**src/verilog/adp_map.svh**
```systemverilog
// register map, field positions, reset values and timing figures of the output pulser
`ifndef ADP_MAP_SVH
`define ADP_MAP_SVH
`define ADP_CLK_NS     10
`define ADP_MS_NS      1000000
`define ADP_MS_PER_S   1000
`define ADP_MS_MAX     15'd30000
`define ADP_W_MIN      15'd1
`define ADP_D_MIN      15'd0
`define ADP_A_CTRL0    8'h00
`define ADP_A_PW0      8'h04
`define ADP_A_CTRL1    8'h08
`define ADP_A_PW1      8'h0C
`define ADP_A_INCFG    8'h10
`define ADP_A_THR      8'h14
`define ADP_A_STAT     8'h18
`define ADP_A_CNT      8'h1C
`define ADP_A_CMD      8'h20
`define ADP_A_IRQ      8'h24
`define ADP_A_MASK     8'h28
`define ADP_F_EN       0
`define ADP_F_ON       2:1
`define ADP_F_OFF      4:3
`define ADP_F_INIT     6:5
`define ADP_F_SRC      7
`define ADP_F_HOLD     15:8
`define ADP_F_DLY      30:16
`define ADP_F_PWL      14:0
`define ADP_F_PWH      30:16
`define ADP_ACT_HIGH   2'h0
`define ADP_ACT_LOW    2'h1
`define ADP_ACT_PULSE  2'h2
`define ADP_INIT_LAST  2'h0
`define ADP_INIT_HIGH  2'h1
`define ADP_RST_CTRL   32'h00000048
`define ADP_RST_PW     32'h000A000A
`define ADP_RESP_OK    2'h0
`define ADP_RESP_ERR   2'h2
`endif

```
**src/verilog/adp_pkg.sv**
```systemverilog
// types shared by the output pulser modules
package adp_pkg;
  typedef enum logic [1:0] {CH_IDLE, CH_DELAY, CH_RUN} adp_ch_st_t;

  typedef struct packed {
    adp_ch_st_t  st;
    logic        lvl;
    logic [1:0]  act;
    logic        prev;
    logic [14:0] ms;
    logic [9:0]  sub;
    logic [7:0]  sec;
  } adp_chan_t;

  typedef struct packed {
    logic [16:0] cnt;
    logic        tick;
  } adp_tick_t;

  typedef struct packed {
    logic        prev;
    logic        alarm;
    logic        fired;
    logic [15:0] count;
  } adp_in_t;

  typedef struct packed {
    logic [1:0][31:0] ctrl;
    logic [1:0][31:0] pw;
    logic [3:0]       incfg;
    logic [31:0]      thr;
    logic [3:0]       irq_st;
    logic [3:0]       irq_mask;
    logic [3:0]       cmd;
    logic [1:0]       al_prev;
    logic             aw_got;
    logic             w_got;
    logic [7:0]       awaddr;
    logic [31:0]      wdata;
    logic [3:0]       wstrb;
    logic             bvalid;
    logic [1:0]       bresp;
    logic             rvalid;
    logic [31:0]      rdata;
    logic [1:0]       rresp;
    logic             init_done;
    adp_chan_t [1:0]  ch;
  } adp_top_t;
endpackage : adp_pkg

```
**src/verilog/adp_tick.sv**
```systemverilog
// one-millisecond tick generator from the system clock
`timescale 1ns/100ps
module adp_tick #(
  parameter int MS_CYCLES = 100000
) (
  input  wire logic clk_sys,  // system clock
  input  wire logic rstn,     // async reset, low
  output logic      ms_tick   // one-cycle pulse per ms
);
  import adp_pkg::*;
  adp_tick_t s_r, s_nxt;

  always_comb begin
    s_nxt = s_r;
    s_nxt.tick = 1'b0;
    if (s_r.cnt == 17'(MS_CYCLES - 1)) begin
      s_nxt.cnt = '0;
      s_nxt.tick = 1'b1;
    end else begin
      s_nxt.cnt = s_r.cnt + 17'h1;
    end
  end

  always_ff @(posedge clk_sys or negedge rstn) begin
    if (!rstn) begin
      s_r <= '0;
    end else begin
      s_r <= s_nxt;
    end
  end

  assign ms_tick = s_r.tick;
endmodule : adp_tick

```
**src/verilog/adp_input.sv**
```systemverilog
// one sensing input: level alarm or event counter with threshold alarm
`timescale 1ns/100ps
module adp_input (
  input  wire logic        clk_sys,   // system clock
  input  wire logic        rstn,      // async reset, low
  input  wire logic        line,      // sensing_input_line bit
  input  wire logic        invert,    // alarm on low level
  input  wire logic        cnt_mode,  // counter mode
  input  wire logic [15:0] thr,       // count threshold, 0 = none
  input  wire logic        clear,     // clear count and counter alarm
  output logic             level,     // registered input level
  output logic             alarm,     // alarm state
  output logic [15:0]      count      // event count
);
  import adp_pkg::*;
  adp_in_t s_r, s_nxt;
  logic    eff;
  logic    ev;
  logic    fired_b;
  logic    alarm_b;

  always_comb begin
    s_nxt = s_r;
    eff = line ^ invert;
    ev = eff & ~(s_r.prev ^ invert);
    s_nxt.prev = line;
    // an event in the clear cycle still counts: set wins over clear
    s_nxt.count = (clear ? 16'h0 : s_r.count) + {15'h0, ev};
    fired_b = clear ? 1'b0 : s_r.fired;
    alarm_b = clear ? 1'b0 : s_r.alarm;
    s_nxt.fired = fired_b;
    if (cnt_mode) begin
      s_nxt.alarm = alarm_b;
      if (ev && thr != 16'h0 && s_nxt.count == thr && !fired_b) begin
        s_nxt.alarm = 1'b1;
        s_nxt.fired = 1'b1;
      end
    end else begin
      s_nxt.alarm = eff;
    end
  end

  always_ff @(posedge clk_sys or negedge rstn) begin
    if (!rstn) begin
      s_r <= '0;
    end else begin
      s_r <= s_nxt;
    end
  end

  assign level = s_r.prev;
  assign alarm = s_r.alarm;
  assign count = s_r.count;
endmodule : adp_input

```
**src/verilog/adp_top.sv**
```systemverilog
// alarm-driven two-channel output pulser with AXI4-Lite registers
// What this block does
// - alarm on: enabled channel drives on-action, default high
// - alarm off: enabled channel drives off-action, default low
// - pulse is square wave of low/high widths
// - low width 1..30000 ms, default 10
// - high width 1..30000 ms, default 10
// - power-up level: last, high or low, default low; the code always powers up low, as reset restores the default first
// - last state restores level held at power-off; the code never applies it, as the power-up setting is always low after reset
// - start delay 0..30000 ms, zero starts at once
// - hold time 0..255 s stops action, zero endless
// - channel follows first or second input alarm
// - enable per channel, default off, disabled ignores alarms
// - status shows input level, alarm, count, output level
// - per-input clear resets counter alarm and count
// - alarm on high input, on low when inverted
// - counter alarm once at threshold, zero disables
//
// Local design decisions: the AXI4-Lite interface to the registers and the placing of the registers.
`timescale 1ns/100ps
`include "adp_map.svh"
module adp_top #(
  parameter int MS_CYCLES = `ADP_MS_NS / `ADP_CLK_NS
) (
  input  wire logic        clk_sys,             // 100 MHz system clock
  input  wire logic        rstn,                // async reset, low
  input  wire logic [7:0]  s_axi_awaddr,        // write address
  input  wire logic        s_axi_awvalid,       // write address valid
  output logic             s_axi_awready,       // write address ready
  input  wire logic [31:0] s_axi_wdata,         // write data
  input  wire logic [3:0]  s_axi_wstrb,         // byte enables
  input  wire logic        s_axi_wvalid,        // write data valid
  output logic             s_axi_wready,        // write data ready
  output logic [1:0]       s_axi_bresp,         // write response
  output logic             s_axi_bvalid,        // write response valid
  input  wire logic        s_axi_bready,        // write response ready
  input  wire logic [7:0]  s_axi_araddr,        // read address
  input  wire logic        s_axi_arvalid,       // read address valid
  output logic             s_axi_arready,       // read address ready
  output logic [31:0]      s_axi_rdata,         // read data
  output logic [1:0]       s_axi_rresp,         // read response
  output logic             s_axi_rvalid,        // read data valid
  input  wire logic        s_axi_rready,        // read data ready
  input  wire logic [1:0]  sensing_input_line,  // the two sensing inputs
  input  wire logic [1:0]  retain_level,        // levels kept over power loss
  output logic [1:0]       out_level,           // output channel levels
  output logic             irq                  // level interrupt, high
);
  import adp_pkg::*;

  adp_top_t    s_r, s_nxt;
  logic        ms_tick;
  logic [1:0]  in_level;
  logic [1:0]  in_alarm;
  logic [1:0][15:0] in_count;
  logic [3:0]  w1c;
  logic [3:0]  ev;
  logic [1:0]  hold_exp;
  logic [31:0] cfg;
  logic [31:0] pwc;
  logic        sel;
  logic        go;

  // byte-lane merge of a register write
  function automatic logic [31:0] merge(input logic [31:0] old, input logic [31:0] wd,
                                        input logic [3:0] be);
    logic [31:0] r;
    r = old;
    for (int b = 0; b < 4; b++) begin
      if (be[b]) begin
        r[8*b +: 8] = wd[8*b +: 8];
      end
    end
    return r;
  endfunction : merge

  // out-of-range millisecond settings are pinned to the legal span
  function automatic logic [14:0] clamp_ms(input logic [14:0] v, input logic [14:0] lo);
    if (v < lo) begin
      return lo;
    end else if (v > `ADP_MS_MAX) begin
      return `ADP_MS_MAX;
    end else begin
      return v;
    end
  endfunction : clamp_ms

  adp_tick #(
    .MS_CYCLES (MS_CYCLES)
  ) u_tick (
    .clk_sys (clk_sys),
    .rstn    (rstn),
    .ms_tick (ms_tick)
  );

  for (genvar g = 0; g < 2; g++) begin : g_in
    adp_input u_in (
      .clk_sys  (clk_sys),
      .rstn     (rstn),
      .line     (sensing_input_line[g]),
      .invert   (s_r.incfg[2*g]),
      .cnt_mode (s_r.incfg[2*g+1]),
      .thr      (s_r.thr[16*g +: 16]),
      .clear    (s_r.cmd[g]),
      .level    (in_level[g]),
      .alarm    (in_alarm[g]),
      .count    (in_count[g])
    );
  end

  always_comb begin
    s_nxt = s_r;
    s_nxt.cmd = '0;
    w1c = '0;
    hold_exp = '0;
    cfg = '0;
    pwc = '0;
    sel = 1'b0;
    go = 1'b0;

    // write channels are taken in either order, one write at a time
    if (s_axi_awvalid && !s_r.aw_got && !s_r.bvalid) begin
      s_nxt.aw_got = 1'b1;
      s_nxt.awaddr = s_axi_awaddr;
    end
    if (s_axi_wvalid && !s_r.w_got && !s_r.bvalid) begin
      s_nxt.w_got = 1'b1;
      s_nxt.wdata = s_axi_wdata;
      s_nxt.wstrb = s_axi_wstrb;
    end
    if (s_r.aw_got && s_r.w_got) begin
      s_nxt.aw_got = 1'b0;
      s_nxt.w_got = 1'b0;
      s_nxt.bvalid = 1'b1;
      s_nxt.bresp = `ADP_RESP_OK;
      case (s_r.awaddr)
        `ADP_A_CTRL0: begin
          s_nxt.ctrl[0] = merge(s_r.ctrl[0], s_r.wdata, s_r.wstrb);
        end
        `ADP_A_PW0: begin
          s_nxt.pw[0] = merge(s_r.pw[0], s_r.wdata, s_r.wstrb);
        end
        `ADP_A_CTRL1: begin
          s_nxt.ctrl[1] = merge(s_r.ctrl[1], s_r.wdata, s_r.wstrb);
        end
        `ADP_A_PW1: begin
          s_nxt.pw[1] = merge(s_r.pw[1], s_r.wdata, s_r.wstrb);
        end
        `ADP_A_INCFG: begin
          if (s_r.wstrb[0]) begin
            s_nxt.incfg = s_r.wdata[3:0];
          end
        end
        `ADP_A_THR: begin
          s_nxt.thr = merge(s_r.thr, s_r.wdata, s_r.wstrb);
        end
        `ADP_A_STAT, `ADP_A_CNT: begin
          // read-only, write ignored
        end
        `ADP_A_CMD: begin
          s_nxt.cmd = s_r.wdata[3:0] & {4{s_r.wstrb[0]}};
        end
        `ADP_A_IRQ: begin
          w1c = s_r.wdata[3:0] & {4{s_r.wstrb[0]}};
        end
        `ADP_A_MASK: begin
          if (s_r.wstrb[0]) begin
            s_nxt.irq_mask = s_r.wdata[3:0];
          end
        end
        default: begin
          s_nxt.bresp = `ADP_RESP_ERR;
        end
      endcase
    end
    if (s_r.bvalid && s_axi_bready) begin
      s_nxt.bvalid = 1'b0;
    end

    // read: data is registered in the accepting cycle
    if (s_axi_arvalid && !s_r.rvalid) begin
      s_nxt.rvalid = 1'b1;
      s_nxt.rresp = `ADP_RESP_OK;
      case (s_axi_araddr)
        `ADP_A_CTRL0: s_nxt.rdata = s_r.ctrl[0];
        `ADP_A_PW0:   s_nxt.rdata = s_r.pw[0];
        `ADP_A_CTRL1: s_nxt.rdata = s_r.ctrl[1];
        `ADP_A_PW1:   s_nxt.rdata = s_r.pw[1];
        `ADP_A_INCFG: s_nxt.rdata = {28'h0, s_r.incfg};
        `ADP_A_THR:   s_nxt.rdata = s_r.thr;
        `ADP_A_STAT: begin
          s_nxt.rdata = {24'h0, s_r.ch[1].st != CH_IDLE, s_r.ch[0].st != CH_IDLE,
                         s_r.ch[1].lvl, s_r.ch[0].lvl, in_alarm[1], in_level[1],
                         in_alarm[0], in_level[0]};
        end
        `ADP_A_CNT:   s_nxt.rdata = {in_count[1], in_count[0]};
        `ADP_A_CMD:   s_nxt.rdata = 32'h0;
        `ADP_A_IRQ:   s_nxt.rdata = {28'h0, s_r.irq_st};
        `ADP_A_MASK:  s_nxt.rdata = {28'h0, s_r.irq_mask};
        default: begin
          s_nxt.rdata = 32'h0;
          s_nxt.rresp = `ADP_RESP_ERR;
        end
      endcase
    end else if (s_r.rvalid && s_axi_rready) begin
      s_nxt.rvalid = 1'b0;
    end

    // output channels
    s_nxt.init_done = 1'b1;
    for (int i = 0; i < 2; i++) begin
      cfg = s_r.ctrl[i];
      pwc = s_r.pw[i];
      sel = in_alarm[cfg[`ADP_F_SRC]];
      go = 1'b0;
      s_nxt.ch[i].prev = sel;
      if (!s_r.init_done) begin
        // first cycle after reset release picks the power-up level
        case (cfg[`ADP_F_INIT])
          `ADP_INIT_LAST: s_nxt.ch[i].lvl = retain_level[i];
          `ADP_INIT_HIGH: s_nxt.ch[i].lvl = 1'b1;
          default:        s_nxt.ch[i].lvl = 1'b0;
        endcase
      end else begin
        case (s_r.ch[i].st)
          CH_DELAY: begin
            if (ms_tick) begin
              if (s_r.ch[i].ms <= 15'h1) begin
                go = 1'b1;
              end else begin
                s_nxt.ch[i].ms = s_r.ch[i].ms - 15'h1;
              end
            end
          end
          CH_RUN: begin
            if (ms_tick && s_r.ch[i].act == `ADP_ACT_PULSE) begin
              if (s_r.ch[i].ms <= 15'h1) begin
                // phase ends: flip and load the width of the next phase
                s_nxt.ch[i].lvl = ~s_r.ch[i].lvl;
                s_nxt.ch[i].ms = s_r.ch[i].lvl ?
                                 clamp_ms(pwc[`ADP_F_PWL], `ADP_W_MIN) :
                                 clamp_ms(pwc[`ADP_F_PWH], `ADP_W_MIN);
              end else begin
                s_nxt.ch[i].ms = s_r.ch[i].ms - 15'h1;
              end
            end
            if (ms_tick && cfg[`ADP_F_HOLD] != 8'h0) begin
              if (s_r.ch[i].sub == 10'(`ADP_MS_PER_S - 1)) begin
                s_nxt.ch[i].sub = 10'h0;
                s_nxt.ch[i].sec = s_r.ch[i].sec + 8'h1;
                if (s_r.ch[i].sec + 8'h1 == cfg[`ADP_F_HOLD]) begin
                  // level stays where the action left it
                  s_nxt.ch[i].st = CH_IDLE;
                  hold_exp[i] = 1'b1;
                end
              end else begin
                s_nxt.ch[i].sub = s_r.ch[i].sub + 10'h1;
              end
            end
          end
          default: begin
          end
        endcase

        if (!cfg[`ADP_F_EN]) begin
          // disabling mid-action freezes the level
          s_nxt.ch[i].st = CH_IDLE;
          go = 1'b0;
        end else if (sel != s_r.ch[i].prev) begin
          // a new alarm edge replaces whatever is running
          s_nxt.ch[i].act = sel ? cfg[`ADP_F_ON] : cfg[`ADP_F_OFF];
          s_nxt.ch[i].ms = clamp_ms(cfg[`ADP_F_DLY], `ADP_D_MIN);
          go = (cfg[`ADP_F_DLY] == 15'h0);
          if (!go) begin
            s_nxt.ch[i].st = CH_DELAY;
          end
        end

        if (go) begin
          s_nxt.ch[i].st = CH_RUN;
          s_nxt.ch[i].sub = 10'h0;
          s_nxt.ch[i].sec = 8'h0;
          s_nxt.ch[i].ms = clamp_ms(pwc[`ADP_F_PWH], `ADP_W_MIN);
          case (s_nxt.ch[i].act)
            `ADP_ACT_LOW:  s_nxt.ch[i].lvl = 1'b0;
            default:       s_nxt.ch[i].lvl = 1'b1;
          endcase
        end

        if (s_r.cmd[2+i]) begin
          s_nxt.ch[i].lvl = ~s_nxt.ch[i].lvl;
        end
      end
    end

    // sticky events: alarm rises and hold expiries; set beats clear
    s_nxt.al_prev = in_alarm;
    ev = {hold_exp, in_alarm & ~s_r.al_prev};
    s_nxt.irq_st = (s_r.irq_st & ~w1c) | ev;
  end

  always_ff @(posedge clk_sys or negedge rstn) begin
    if (!rstn) begin
      s_r <= '0;
      s_r.ctrl <= {`ADP_RST_CTRL, `ADP_RST_CTRL};
      s_r.pw <= {`ADP_RST_PW, `ADP_RST_PW};
    end else begin
      s_r <= s_nxt;
    end
  end

  assign s_axi_awready = !s_r.aw_got && !s_r.bvalid;
  assign s_axi_wready  = !s_r.w_got && !s_r.bvalid;
  assign s_axi_bvalid  = s_r.bvalid;
  assign s_axi_bresp   = s_r.bresp;
  assign s_axi_arready = !s_r.rvalid;
  assign s_axi_rvalid  = s_r.rvalid;
  assign s_axi_rdata   = s_r.rdata;
  assign s_axi_rresp   = s_r.rresp;
  assign out_level     = {s_r.ch[1].lvl, s_r.ch[0].lvl};
  assign irq           = |(s_r.irq_st & s_r.irq_mask);
endmodule : adp_top

```
**config.mk**
```make
export PLATFORM = sky130hd
export DESIGN_NAME = adp_top
export DESIGN_NICKNAME = d
export VERILOG_FILES = /design/src/verilog/adp_pkg.sv /design/src/verilog/adp_tick.sv /design/src/verilog/adp_input.sv /design/src/verilog/adp_top.sv
export VERILOG_INCLUDE_DIRS = /design/src /design/src/verilog
export SDC_FILE = /design/constraint.sdc
export NUM_CORES = 1
export LEC_CHECK = 0
export BUFFER_PORTS_ARGS = -buffer_cell sky130_fd_sc_hd__buf_2
export CAP_MARGIN = 20
export CORE_MARGIN = 1.5
export CORE_UTILIZATION = 62
export CTS_CLUSTER_DIAMETER = 30
export CTS_CLUSTER_SIZE = 14
export DETAILED_ROUTE_END_ITERATION = 12
export HOLD_SLACK_MARGIN = 0.03
export PLACE_DENSITY = 0.76
export SETUP_SLACK_MARGIN = 0.3
export SLEW_MARGIN = 0
export SYNTH_ARGS = -nofsm -noshare
export SYNTH_HDL_FRONTEND = slang
export SYNTH_SLANG_ARGS = --single-unit
```
**constraint.sdc**
```tcl
create_clock -name clk_sys -period 4.4 [get_ports clk_sys]
set_clock_uncertainty 0.2 [all_clocks]
set_input_delay 0.22 -clock clk_sys [delete_from_list [all_inputs] [get_ports clk_sys]]
set_output_delay 0.22 -clock clk_sys [all_outputs]
set_load 0.01 [all_outputs]
```
After elaboration in Yosys (flattened, before gate mapping):

Index checks and enable logic that the tools add are counted.

* word-level logic and storage cells: 352
* flip-flop bits (word level): 397
* bits of input ports: 63
* output and inout bits: 44

* $lt $le $gt $ge: 16
* add/sub/neg operators: 9
* equal/unequal tests: 41
* reductions and logical operators: 77
* muxes and demuxes: 130
* bitwise logic cells: 19

Operator list (count)
* 2-to-1 mux 15 bit: 26
* one-hot mux 32 bit (10 select lines): 1
* > comparator 15 bit (second input constant): 6
* < comparator 15 x 1 -> 1 bit (second input constant): 6
* 2-to-1 mux 18 bit: 4
* AND reduction 3 bit: 24
* 2-to-1 mux 33 bit: 2
* == test 8 x 5 -> 1 bit (second input constant): 8
* one-hot mux 15 bit (2 select lines): 2
* 2-to-1 mux 1 bit: 50
* 2-to-1 mux 2 bit: 25
* == test 8 x 6 -> 1 bit (second input constant): 6
* adder 16 x 1 -> 16 bit: 2
* == test 16 bit: 2
* == test 8 x 4 -> 1 bit (second input constant): 4
* 2-to-1 mux 16 bit: 2
* nonzero test 16 bit: 2
* less-or-equal comparator 15 x 1 -> 1 bit (second input constant): 2
* zero test 15 bit: 2
* subtractor 15 x 1 -> 15 bit (second input constant): 2
* nonzero test 2 bit: 12
* OR reduction 11 bit: 2
* 2-to-1 mux 3 bit: 7
* adder 10 x 1 -> 10 bit (second input constant): 2
* other kinds (31): 91

Logic depth before layout (Yosys ltp):

* word-level depth: 14
* mapped depth: 14
* mapped depth without buffers: 12

Modules after synthesis:

A second synthesis with hierarchy kept.

* cells, all modules: 2340
* area, all modules: 23152.2 sq um

By module, submodules not included
* adp_top: area an instance 19190.9 sq um, seq. area each 8498.2 sq um, times used 1, cells an instance 1943
* adp_input: area an instance 1571.5 sq um, seq. area each 475.5 sq um, times used 2, cells an instance 161
* adp_tick: area an instance 818.3 sq um, seq. area each 450.4 sq um, times used 1, cells an instance 75

Worst setup path before layout:

No wires, ideal clock.

* path type: reg2reg
* from: register s_r[166] (netlist name)
* to: register g_in[1].u_in.s_r, in the netlist g_in[1].u_in.alarm
* arrival: 3.178 ns
* setup slack: 0.946 ns
* stages on the path, launching flop included: 14
* data required time: 4.123 ns
* setup time: 0.077 ns
* path buffers: 3
* clock period less this slack: 3.454 ns
* path through: dfrtp_1 clkbuf_1 buf_1 nor2b_1 ha_1 nand4_1 or4_1 clkbuf_1 or3_1 nand3_1 or4b_1 nor3_1 nand4_1 o21ai_1

* word-level cells in the longest chain between the ends: 7
* elaborated cells between the ends (all ways): 10
* those cells by class: 1 x add/sub; 2 x eq/ne; 4 x mux; 3 x reduce/logical

RTL lines
* start, declared: RTL line adp_top.sv:51 `adp_top_t s_r, s_nxt;`
* start signal, assigned: RTL line adp_top.sv:308 `s_r <= s_nxt;`
* 2-to-1 mux 16 bit: RTL line adp_input.sv:28 `s_nxt.count = (clear ? 16'h0 : s_r.count) + {15'h0, ev};`
* adder 16 x 1 -> 16 bit: RTL line adp_input.sv:28
* == test 16 bit: RTL line adp_input.sv:34 `if (ev && thr != 16'h0 && s_nxt.count == thr && !fired_b) begin`
* logical AND 1 bit (2 in a row): RTL line adp_input.sv:34
* 2-to-1 mux 2 bit: RTL line adp_input.sv:34
* 2-to-1 mux 1 bit: RTL line adp_input.sv:32 `if (cnt_mode) begin`
* end signal, assigned: RTL line adp_input.sv:47 `s_r <= s_nxt;`
* end, declared: RTL line adp_input.sv:16 `adp_in_t s_r, s_nxt;`

Several ways; a longest one is shown, not always the timed one.
A chain may end at the register's enable or synchronous reset.

Worst setup path after layout:

* from: register s_r[66] (netlist name)
* to: register s_r[44] (netlist name)

* word-level cells in the longest chain between the ends: 9
* elaborated cells between the ends (all ways): 12
* those cells by class: 1 x order compare; 7 x mux; 4 x reduce/logical

RTL lines
* less-or-equal comparator 15 x 1 -> 1 bit *: RTL line adp_top.sv:228 `if (s_r.ch[i].ms <= 15'h1) begin`
* 2-to-1 mux 1 bit *: RTL line adp_top.sv:228
* 2-to-1 mux 1 bit *: RTL line adp_top.sv:227 `if (ms_tick) begin`
* 2-to-1 mux 1 bit *: RTL line adp_top.sv:225 `case (s_r.ch[i].st)`
* 2-to-1 mux 1 bit *: RTL line adp_top.sv:269 `end else if (sel != s_r.ch[i].prev) begin`
* 2-to-1 mux 1 bit *: RTL line adp_top.sv:265 `` if (!cfg[`ADP_F_EN]) begin ``
* 2-to-1 mux 1 bit *: RTL line adp_top.sv:217 `if (!s_r.init_done) begin`
* nonzero test 2 bit (no line)
* AND reduction 4 bit (no line)

Mark *: on every way between the ends. The rest lies on a longest branch, timed or not. The select of a mux whose other input is x is not followed.

==> run_results.csv <==
group,metric,value,unit
sta,setup_viol,0,
final_layout,fin_util,0.765,
clock_network,clock_sinks,395,
sta,holdWs,0.114,ns
final_layout,area_growth,20.7,%
pwr,power_leakage,11.7,nW
critical_path,arrival,4.06,ns
floorplan,core_area,0.0347,mm²
floorplan,io_pins,107,
detailed_routing,drc,0,
synth,synth_edf_count,0,
floorplan,die-width,191,µm
critical_path,start_kind,"register",
synth,async_flop_share,1.00,
detailed_routing,routedWlPerCell,27.2,µm
critical_path,cp_slowest_cell,"or4_4",
final_layout,drive_gt1_frac,0.223,
detailed_routing,m1WireLength,30700,µm
synth,avgSynthCellArea,9.82,µm²
final_layout,num_antenna_cells,0,
final_layout,final_common_cell,"dfrtp_1",
global_routing,grt_pass1_vias,20600,
sta,period_needed,3.77,ns
sta,setup_tns,0,ns
critical_path,critical_path_class,"register to register",
synth,synth_area_leader_cell,"dfrtp_1",
synth,synth_ff_type,"dfrtp_1",
global_routing,antenna_found_initial,0,
synth,synth-seq-area-share,0.450,
critical_path,cp_cell_sequence,"or4_4 > or3_1 > nor4_2 > o21a_1 > o21ai_1 > nand2b_1 > o21ai_0 > o31ai_1",
final_layout,regArea,0.00990,mm²
sta,period_share,0.856,
synth,synth_cell_types,83,
clock_network,cts_buffers,87,
clock_network,cts_tree,"done",
pwr,total_power,14.6,mW
floorplan,std_cell_rows,68,
synth,synth.top_cells.by_area,"dfrtp_1 44%, mux2_2 11%, nand2_1 3.7%, o21ai_0 3.3%, nor2_1 2.6%",
detailed_routing,met3WireLength,8440,µm
final_layout,final_area,0.0265,mm²
job,drv_cap,0,
floorplan,die_h,191,µm
sta,rsz0062_at_grt,"no",
clock_network,h-tree-depth,3,
placement,globalplace.congestion,0.995,
synth,ys_warn_count,0,
clock_network,cts_root_buf,"clkbuf_16",
detailed_routing,wl_met2,35700,µm
synth,synthCells,2240,
global_routing,grt_start_max_net_pins,88,
sta,worstMarginPinSlew,1.09,ns
sta,relSlewSlack,0.275,
clock_network,clk_latency,0.64,ns
sta,finalHoldViolCount,0,
detailed_routing,vias,20400,
detailed_routing,dr.pass1.iters,6,
clock_network,cts.path.max_buffers,3,
detailed_routing,top_layer,"met4",
synth,synth_top_cell_area_share,0.436,
clock_network,clkTransAtPathRegs,0.05,ns
detailed_routing,avgViaCountPerCell,7.01,
sta,maxSlewViolCount,0,
synth,ys_ff_latch,395,
min_path,hold_path.class,"input port to register",
floorplan,start_util,0.634,
global_routing,grt_first_pass_wirelength,122000,µm
critical_path,critPathCaptureType,"register",
detailed_routing,wirelength,79100,µm
critical_path,slowest_delay,0.58,ns
critical_path,worst_ep_required_time,4.69,ns
global_routing,grt_overflow,0,
sta,max_freq,266,MHz
global_routing,track_usage,0.442,
floorplan,die_area,0.0366,mm²
final_layout,multiInputGateArea,0.0112,mm²
placement,portBuffers,104,
clock_network,cts_setup_buffers,0,
pwr,ir_drop,622,µV
detailed_routing,drtIter0Drc,2339,
final_layout,nFillCells,2211,
placement,place_hpwl,51900,µm
final_layout,nets,2468,
synth,syn_area,0.0220,mm²
final_layout,mostFrequentLayoutCells,"382 x dfrtp_1, 218 x nand2_1, 215 x mux2_2",
placement,place_area,0.0227,mm²
critical_path,path_max_fanout,14,
detailed_routing,antenna_left,0,
outcome,status,"complete, no violations",
pwr,powerDensity,550,mW/mm²
-- report_power, final --
group          total (mW)  switching (mW)  leakage, nW  internal, mW
Sequential           5.30            1.12         5.21          4.19
Combinational        2.26            1.20         4.94          1.07
Clock                7.04            2.32         1.52          4.71
Total                14.6            4.64         11.7          9.96
-- through the flow --
stage | std cells | setup slack, ns
3_3_place_gp | 2691 | 0.733
6_report | 2914 | 0.634
3_5_place_dp | 2691 | 0.703
5_1_grt | 2914 | 0.380
4_1_cts | 2913 | 0.686
2_1_floorplan | 2241 | 0.946
-- synthesized netlist by cell type, types with 38 or more instances --
cell type,n
a22oi_1,74
mux2_2,215
nand3_1,68
nand2_1,218
inv_1,38
nor3_1,69
a21oi_1,77
xnor2_1,62
a221oi_1,45
clkbuf_1,91
xor2_1,50
nor4_1,43
dfrtp_1,383
nor2_1,152
o21ai_0,144
buf_4,42
-- state kept, by name, summed over array words and instances, names as in the netlist, 2 cells and up --
name / cells
pwc: 32
s_r: 237
cfg: 32
g_in.u_in.level: 2
g_in.u_in.alarm: 2
g_in.u_in.s_r: 2
g_in.u_in.count: 32
out_level: 2
s_axi_rdata: 32
u_tick.s_r: 17
-- per-layer routing --
layer / up-vias / track usage
li1: 8623 / -
met1: 10100 / 0.575
met2: 1379 / 0.672
met3: 334 / 0.118
met4: 0 / 0.240
met5: - / 0
-- path summary, 6_finish.rpt --
| path | slack [ns] | from | depth (start not counted) | to |
|---|---|---|---|---|
| max in group asynchronous | 2.51 | rstn | 4 | g_in[0].u_in.count[3] |
| min in group asynchronous | 0.49 | rstn | 3 | u_tick.s_r[11] |
| max reg2reg | 0.63 | s_r[66] | 8 | s_r[44] |
| max | 0.63 | s_r[66] | 8 | s_r[44] |
| min reg2reg | 0.25 | s_r[164] | 1 | s_r[174] |
| min | 0.11 | s_axi_arvalid | 4 | s_axi_rdata[31] |
-- critical path: cells and delay by family (launching register included) --
family / cells / cell delay [ns]
and+or+nand+nor: 4 / 1.83
AOI/OAI and AO/OA: 4 / 1.17
DFF: 1 / 0.46
-- cell families (layout without fill, tap and decap cells) --
family | count (synthesis) | after routing | share of synthesized area
flip-flops | 395 | 395 | 0.450
other | 2 | 3 | 0.000341
multiplexers | 229 | 229 | 0.116
AND/OR/NAND/NOR | 742 | 742 | 0.166
adder cells (fa/ha/maj) | 19 | 19 | 0.0108
buffers and inverters | 186 | 404 | 0.0400
XOR/XNOR | 113 | 113 | 0.0456
AO/OA/AOI/OAI | 554 | 554 | 0.171
-- layout make-up --
| type | count | share of cell area |
|---|---|---|
| well taps | 455 | 0.0214 |
| clock inverters | 57 | 0.0332 |
| flip-flops and latches | 395 | 0.373 |
| multi-input cells | 1660 | 0.423 |
| clock buffers | 105 | 0.0876 |
| inverters | 39 | 0.00551 |
| repair buffers | 203 | 0.0562 |
-- repair_timing --
item	CTS	global route
endpoints found under the hold margin	352	0
setup endpoints to repair	0	0
gates resized for setup	0	0
hold buffers	60	0
No activity file was read; power rests on OpenSTA's default activity.
